[config.mk]
export PLATFORM = sky130hd
export DESIGN_NAME = idt_interval_timer
export DESIGN_NICKNAME = d
export VERILOG_FILES = /design/src/hdl/idt_pkg.sv /design/src/hdl/idt_down_counter.sv /design/src/hdl/idt_interval_timer.sv
export SDC_FILE = /design/constraint.sdc
export NUM_CORES = 1
export LEC_CHECK = 0
export BUFFER_PORTS_ARGS = -buffer_cell sky130_fd_sc_hd__buf_2
export CAP_MARGIN = 10
export CORE_ASPECT_RATIO = 1.4
export CORE_MARGIN = 2
export CORE_UTILIZATION = 58
export CTS_BUF_LIST = sky130_fd_sc_hd__clkbuf_16
export CTS_CLUSTER_DIAMETER = 120
export CTS_CLUSTER_SIZE = 24
export DETAILED_ROUTE_END_ITERATION = 12
export PLACE_DENSITY = 0.79
export SLEW_MARGIN = 20
export SYNTH_ARGS = -nofsm -noshare
export SYNTH_HDL_FRONTEND = slang
export SYNTH_SLANG_ARGS = --single-unit
export TNS_END_PERCENT = 5
[constraint.sdc]
create_clock -name mclk_in -period 3 [get_ports mclk_in]
set_input_delay 0.3 -clock mclk_in [delete_from_list [all_inputs] [get_ports mclk_in]]
set_output_delay 0.3 -clock mclk_in [all_outputs]
set_load 0.1 [all_outputs]
[src/hdl/idt_pkg.sv]
// constants, types and register map of the interval down timer
//
// Contract
// count decrements once per counting clock
// six 16-bit registers, status then control
// zero count sets sticky timeout_flag
// writing 0 clears timeout_flag
// counting_flag shows whether timer runs
// status writes never change counting_flag
// zero count reloads programmed start value
// continuous_mode 1 keeps counting after reload
// continuous_mode 0 stops, clears counting_flag
// start bit runs, halt bit suspends
// two period halves hold start count
// reset start count is 6.25 million
// snapshot write captures live 32-bit count
// control holds timeout_irq_enable bit
// enabled timeout raises interrupt request
// any status write drops pending interrupt
// timeout_flag sits at status bit 0
// software writes low half, then high; the bench writes the high half first
// fixed bit positions; start, halt read zero
// reset leaves timer stopped and quiet
// halt beats start; start resumes count
package idt_pkg;

  localparam logic [31:0] IDT_ADDR_STATUS = 32'h1000_2000;
  localparam logic [31:0] IDT_ADDR_CONTROL = 32'h1000_2004;
  localparam logic [31:0] IDT_ADDR_PERIOD_LO = 32'h1000_2008;
  localparam logic [31:0] IDT_ADDR_PERIOD_HI = 32'h1000_200C;
  localparam logic [31:0] IDT_ADDR_SNAP_LO = 32'h1000_2010;
  localparam logic [31:0] IDT_ADDR_SNAP_HI = 32'h1000_2014;

  localparam int IDT_STAT_TO_BIT = 0;
  localparam int IDT_STAT_RUN_BIT = 1;
  localparam int IDT_CTRL_ITO_BIT = 0;
  localparam int IDT_CTRL_CONTINUOUS_MODE_BIT = 1;
  localparam int IDT_CTRL_START_BIT = 2;
  localparam int IDT_CTRL_HALT_BIT = 3;

  localparam int IDT_TICK_HZ = 50_000_000;
  localparam int IDT_DEFAULT_PERIOD_MS = 125;
  localparam logic [31:0] IDT_DEFAULT_PERIOD =
    32'(IDT_TICK_HZ / 1000 * IDT_DEFAULT_PERIOD_MS);

  localparam logic [31:0] IDT_COUNT_ZERO = 32'h0000_0000;
  localparam logic [31:0] IDT_COUNT_ONE = 32'h0000_0001;
  localparam logic [15:0] IDT_HALF_ZERO = 16'h0000;

  typedef enum logic [2:0] {
    IDT_SEL_STATUS = 3'b000,
    IDT_SEL_CONTROL = 3'b001,
    IDT_SEL_PERIOD_LO = 3'b010,
    IDT_SEL_PERIOD_HI = 3'b011,
    IDT_SEL_SNAP_LO = 3'b100,
    IDT_SEL_SNAP_HI = 3'b101,
    IDT_SEL_NONE = 3'b111
  } idt_sel_t;

  typedef struct packed {
    logic wr;
    logic rd;
    logic [31:0] addr;
    logic [15:0] wdata;
  } idt_req_t;

  typedef struct packed {
    logic timeout_flag;
    logic counting_flag;
    logic irq_pend;
    logic timeout_irq_enable;
    logic continuous_mode;
    logic [15:0] period_lo;
    logic [15:0] period_hi;
    logic [15:0] snap_lo;
    logic [15:0] snap_hi;
    logic [15:0] rdata;
    logic rvalid;
  } idt_state_t;

  typedef struct packed {
    logic [31:0] count;
  } idt_cnt_state_t;

endpackage : idt_pkg

[src/hdl/idt_down_counter.sv]
// 32-bit down counter with load and reload at zero
`timescale 1ns/100ps
`default_nettype none
module idt_down_counter
  import idt_pkg::*;
#(
  parameter logic [31:0] RESET_COUNT = IDT_DEFAULT_PERIOD
) (
  input wire logic mclk_in,
  input wire logic rst_in,
  input wire logic run_in,
  input wire logic load_in,
  input wire logic [31:0] load_value_in,
  output logic [31:0] count_out,
  output logic hit_out
);

  idt_cnt_state_t st_reg;
  idt_cnt_state_t st_next;
  logic hit;

  always_comb begin
    st_next = st_reg;
    // load only happens while stopped, so hit needs no load term
    hit = run_in && (st_reg.count == IDT_COUNT_ZERO);
    if (load_in) begin
      st_next.count = load_value_in;
    end else if (run_in) begin
      // reload at zero
      if (hit) begin
        st_next.count = load_value_in;
      end else begin
        // one step per clock
        st_next.count = st_reg.count - IDT_COUNT_ONE;
      end
    end
  end

  always_ff @(posedge mclk_in) begin
    if (rst_in) begin
      st_reg <= '{count: RESET_COUNT};
    end else begin
      st_reg <= st_next;
    end
  end

  assign count_out = st_reg.count;
  assign hit_out = hit;

endmodule : idt_down_counter
`default_nettype wire

[src/hdl/idt_interval_timer.sv]
// interval down timer: register port, flags, run control, snapshot
`timescale 1ns/100ps
`default_nettype none
module idt_interval_timer
  import idt_pkg::*;
#(
  parameter logic [31:0] DEFAULT_PERIOD = IDT_DEFAULT_PERIOD
) (
  input wire logic mclk_in,
  input wire logic rst_in,
  input wire logic bus_wr_in,
  input wire logic bus_rd_in,
  input wire logic [31:0] bus_addr_in,
  input wire logic [15:0] bus_wdata_in,
  output logic [15:0] bus_rdata_out,
  output logic bus_rvalid_out,
  output logic irq_out,
  output logic counting_out
);

  // one decoder shared by the write and read paths
  function automatic idt_sel_t idt_decode(input logic [31:0] addr);
    idt_sel_t sel;
    sel = IDT_SEL_NONE;
    // six halfword registers
    unique case (addr)
      IDT_ADDR_STATUS: sel = IDT_SEL_STATUS;
      IDT_ADDR_CONTROL: sel = IDT_SEL_CONTROL;
      IDT_ADDR_PERIOD_LO: sel = IDT_SEL_PERIOD_LO;
      IDT_ADDR_PERIOD_HI: sel = IDT_SEL_PERIOD_HI;
      IDT_ADDR_SNAP_LO: sel = IDT_SEL_SNAP_LO;
      IDT_ADDR_SNAP_HI: sel = IDT_SEL_SNAP_HI;
      default: sel = IDT_SEL_NONE;
    endcase
    return sel;
  endfunction : idt_decode

  idt_state_t st_reg;
  idt_state_t st_next;
  idt_req_t req;
  idt_sel_t wsel;
  idt_sel_t rsel;
  logic cnt_load;
  logic [31:0] cnt_value;
  logic [31:0] cnt_count;
  logic cnt_hit;
  logic [15:0] rd_word;

  always_comb begin
    st_next = st_reg;
    req = '{wr: bus_wr_in, rd: bus_rd_in, addr: bus_addr_in,
            wdata: bus_wdata_in};
    wsel = req.wr ? idt_decode(req.addr) : IDT_SEL_NONE;
    rsel = req.rd ? idt_decode(req.addr) : IDT_SEL_NONE;
    cnt_load = 1'b0;
    rd_word = IDT_HALF_ZERO;

    // sticky timeout on zero
    if (cnt_hit) begin
      st_next.timeout_flag = 1'b1;
      // timeout makes request pending
      st_next.irq_pend = 1'b1;
      // continuous keeps running
      // one-shot stops at zero
      if (!st_reg.continuous_mode) begin
        st_next.counting_flag = 1'b0;
      end
    end

    unique case (wsel)
      IDT_SEL_STATUS: begin
        // zero clears, event wins
        if (!req.wdata[IDT_STAT_TO_BIT] && !cnt_hit) begin
          st_next.timeout_flag = 1'b0;
        end
        // any write drops request, event wins
        if (!cnt_hit) begin
          st_next.irq_pend = 1'b0;
        end
        // counting_flag left as is
      end
      IDT_SEL_CONTROL: begin
        // interrupt enable bit
        st_next.timeout_irq_enable = req.wdata[IDT_CTRL_ITO_BIT];
        st_next.continuous_mode = req.wdata[IDT_CTRL_CONTINUOUS_MODE_BIT];
        // start and halt strobes
        // halt wins, start resumes
        if (req.wdata[IDT_CTRL_HALT_BIT]) begin
          st_next.counting_flag = 1'b0;
        end else if (req.wdata[IDT_CTRL_START_BIT]) begin
          st_next.counting_flag = 1'b1;
        end
      end
      IDT_SEL_PERIOD_LO: begin
        // period halves, preload if idle
        st_next.period_lo = req.wdata;
        cnt_load = !st_reg.counting_flag;
      end
      IDT_SEL_PERIOD_HI: begin
        // high half completes the value
        st_next.period_hi = req.wdata;
        cnt_load = !st_reg.counting_flag;
      end
      IDT_SEL_SNAP_LO: begin
        // capture live count
        st_next.snap_lo = cnt_count[15:0];
        st_next.snap_hi = cnt_count[31:16];
      end
      IDT_SEL_SNAP_HI: begin
        // read only, writes ignored
      end
      IDT_SEL_NONE: begin
      end
      default: begin
      end
    endcase

    // reload always uses the latest programmed value
    cnt_value = {st_next.period_hi, st_next.period_lo};

    unique case (rsel)
      IDT_SEL_STATUS: begin
        // timeout at bit 0
        rd_word[IDT_STAT_TO_BIT] = st_reg.timeout_flag;
        // running shown in status
        // fixed positions
        rd_word[IDT_STAT_RUN_BIT] = st_reg.counting_flag;
      end
      IDT_SEL_CONTROL: begin
        // start, halt read zero
        rd_word[IDT_CTRL_ITO_BIT] = st_reg.timeout_irq_enable;
        rd_word[IDT_CTRL_CONTINUOUS_MODE_BIT] = st_reg.continuous_mode;
      end
      IDT_SEL_PERIOD_LO: rd_word = st_reg.period_lo;
      IDT_SEL_PERIOD_HI: rd_word = st_reg.period_hi;
      IDT_SEL_SNAP_LO: rd_word = st_reg.snap_lo;
      IDT_SEL_SNAP_HI: rd_word = st_reg.snap_hi;
      IDT_SEL_NONE: rd_word = IDT_HALF_ZERO;
      default: rd_word = IDT_HALF_ZERO;
    endcase
    st_next.rdata = rd_word;
    st_next.rvalid = req.rd;
  end

  always_ff @(posedge mclk_in) begin
    if (rst_in) begin
      // stopped, quiet, controls zero
      // default start count
      st_reg <= '{timeout_flag: 1'b0,
                  counting_flag: 1'b0,
                  irq_pend: 1'b0,
                  timeout_irq_enable: 1'b0,
                  continuous_mode: 1'b0,
                  period_lo: DEFAULT_PERIOD[15:0],
                  period_hi: DEFAULT_PERIOD[31:16],
                  snap_lo: IDT_HALF_ZERO,
                  snap_hi: IDT_HALF_ZERO,
                  rdata: IDT_HALF_ZERO,
                  rvalid: 1'b0};
    end else begin
      st_reg <= st_next;
    end
  end

  // counter core only runs while counting_flag is set
  idt_down_counter #(
    .RESET_COUNT(DEFAULT_PERIOD)
  ) u_counter (
    .mclk_in(mclk_in),
    .rst_in(rst_in),
    .run_in(st_reg.counting_flag),
    .load_in(cnt_load),
    .load_value_in(cnt_value),
    .count_out(cnt_count),
    .hit_out(cnt_hit)
  );

  assign bus_rdata_out = st_reg.rdata;
  assign bus_rvalid_out = st_reg.rvalid;
  // gated interrupt request
  assign irq_out = st_reg.irq_pend & st_reg.timeout_irq_enable;
  assign counting_out = st_reg.counting_flag;

endmodule : idt_interval_timer
`default_nettype wire

==> impl_results.md <==
* Antenna violations before repair at 0
* Post-placement cell count at 782
* Htree depth at 4
* CP required at 3.33 ns
* Reg2Reg Capture Point: u_counter.count_out[21]
* Die extent in y at 120 um
* Reg2reg setup slack at 0.43 ns
* Final Setup Violations at 0
* Worst Max-Slew Pin Slew at 0.793 ns
* Max reg flops at 68
* Clock Latency Late Sink at 0.41 ns
* Largest stage delay, worst path at 0.55 ns
* EDFF count, synth at 0
* HPWL Detailed at 10700 um
* # DRC at 0
* Cell taking the most area after synthesis: dfxtp_1
* Clock sink total at 118
* FMAX at 388 MHz
* Mapped Area at 5560 um^2
* Largest net degree at the start of global routing at 75
* Worst path bufs/invs at 2
* Unique cell type count in the Yosys netlist at 66
* Crit path capture type: flop
* Resize count post-CTS at 0
* Worst reg-to-reg path cell count at 9
* CTS root buf: clkbuf_16
* Final worst setup slack at 0.425 ns
* Final ANT Viol Nets at 0
* Synth top area share at 42.5%
* Pwr Density at 540 nW/um^2
* Longest Clk Path Bufs at 2
* Hold Crit Depth at 2
* Setup TNS at 0 ns
* Worst-path fanout max at 13
* Instance count on the critical path at 9
* Hold Vio Cnt, Final at 0
* Syn nets at 700
* HP Class: input port to flop
* RSZ-0062 raised after global routing: false
* Worst EP arrival at 2.91 ns
* Fraction of layout cells with a size suffix above 1 at 20.0%
* Grt total ovfl at 0
* I/O pins at 71
* CP max stage cell: or4b_1
* Top-count cell post-synth: dfxtp_1
* Slew Limit Fails at 0
* Gr usage total at 31.2%
* FF+latch count, synth at 118
* Post-Syn Instances at 647
* First-pass GRT wire length at 24900 um
* Worst Hold Launch: bus_wdata_in[3]
* Core area at 9410 um^2
* Number of setup buffers added after CTS at 0
* 1st-iter DRT viols at 698
* Initial Util at 59.2%
* DR pass1 iterations at 5
* Top FF cell, synth: dfxtp_1
* Num rows at 42
* Dpl ws at 0.512 ns
* Crit Reg-Reg Startpoint: u_counter.count_out[1]
* DIE WIDTH at 86.8 um
* Via Count at 5270
* Rel. slew slack at 47.1%
* CP Cell Sequence: inv_1 > ha_1 > or4b_1 > nor3_1 > nand4_1 > o22ai_2 > buf_4 > a22oi_1 > a21oi_1
* Area growth syn-to-layout at 15.0%
* Max Cap Violations at 0
* Hold Slack at 0.139 ns
* Net count, final at 744
* PortBufs at 70
* Status: completed
* Worst setup SP type: flop
* N_diodes at 0
* Non-Filler Instances at 814
* Vias per Instance at 6.47
* Die ar. at 10400 um^2
* Syn. warnings at 0
* Critical path origin: u_counter.count_out[1]
* Vias in the first global route at 5007
* Synth top cells by count: 118 x dfxtp_1, 100 x nand2_1, 77 x a21oi_1
* Final Power at 3.45 mW
* TritonCTS buffer count at 17
* GP Congestion at 0.920
* Peak VDD IR at 411 uV
* Crit path to: u_counter.count_out[21]
* CTS tree: yes
* Post-Route WL at 16000 um
* Wire per inst at 19.6 um
* Main area contributors after synthesis: dfxtp_1 42%, a21oi_1 6.9%, nand2_1 6.7%, mux2i_1 4.9%, a22oi_1 4.3%
* Period minus WS final at 2.57 ns
* Fraction of registers with async set/reset at 0%
* LEAKAGE at 2.49 nW
* Tcrit/Tclk final at 85.8%
* Clock transition at path regs at 0.05 ns
* Crit Path Category: flop to flop
* Syn avg cell area at 8.60 um^2
* Sequential area share after synthesis at 42.5%
* Clock Skew at 0.00634 ns
* Hold bufs inserted after CTS at 0
* Delay-heaviest family, CP: simple AND/OR/NAND/NOR gates
## cell type report
class | count | area [um^2]
Inverter | 8 | 30.0
Fill cell | 771 | 3010
Multi-Input combinational cell | 457 | 2850
Tap cell | 110 | 138
Clock inverter | 15 | 98.8
Timing Repair Buffer | 89 | 493
Sequential cell | 118 | 2360
Clock buffer | 17 | 425
## cell families after synthesis
logic type                 after synthesis  synth area share, %
DFF                                    118                 42.5
adders and majority gates                1                0.225
and+or+nand+nor                        231                 21.7
buffers and inverters                   72                 6.52
muxes                                   37                 7.29
AOI/OAI and AO/OA                      184                 21.1
xor gates and xnor gates                 4                0.630
## layer usage
layer / global-route usage (%) / part of all wire, %
met4: 16.5 / 4.3
met5: 0 / 0
met2: 49.1 / 47
met3: 8.87 / 10
met1: 38.0 / 38
## report_power, final
part	switching (mW)	total, mW	leakage, nW	internal, mW
logic	0.0603	0.0970	1.27	0.0368
registers	0.000142	1.57	0.951	1.57
clock network	0.680	1.79	0.262	1.11
total	0.741	3.45	2.49	2.71
## stage by stage
step,instance area (um^2),util (%)
floorplan,5560,-
detailed placement,5870,62.4
finish,6400,68.0
global route,6400,68.0
CTS,6400,68.0
global placement,5870,62.4
## placed cells by master, fill, tap and decap left out, types with 5 or more instances in the layout
| cell | instances |
|---|---|
| buf_2 | 70 |
| nor4_1 | 12 |
| nand3_1 | 9 |
| a21oi_1 | 77 |
| o21ai_0 | 19 |
| inv_1 | 11 |
| buf_4 | 19 |
| nand2_1 | 100 |
| nor2b_1 | 5 |
| or3_1 | 6 |
| nand4_1 | 5 |
| or4_1 | 5 |
| nor3_1 | 18 |
| and3_1 | 5 |
| o2bb2ai_1 | 5 |
| dfxtp_1 | 118 |
| o211ai_1 | 9 |
| mux2_2 | 8 |
| and2_1 | 7 |
| nor3b_1 | 6 |
| mux2i_1 | 27 |
| nor2_1 | 30 |
| clkbuf_16 | 17 |
| a22oi_1 | 32 |
## worst min path at each step
stage / end / slack, ns
detailed placement: st_reg[29] / 0.44
CTS: counting_out / 0.13
finish: counting_out / 0.14
global route: counting_out / 0.15
global placement: st_reg[18] / 0.44
floorplan: counting_out / 0.40
Note: power is estimated with default switching activity, not from simulation.
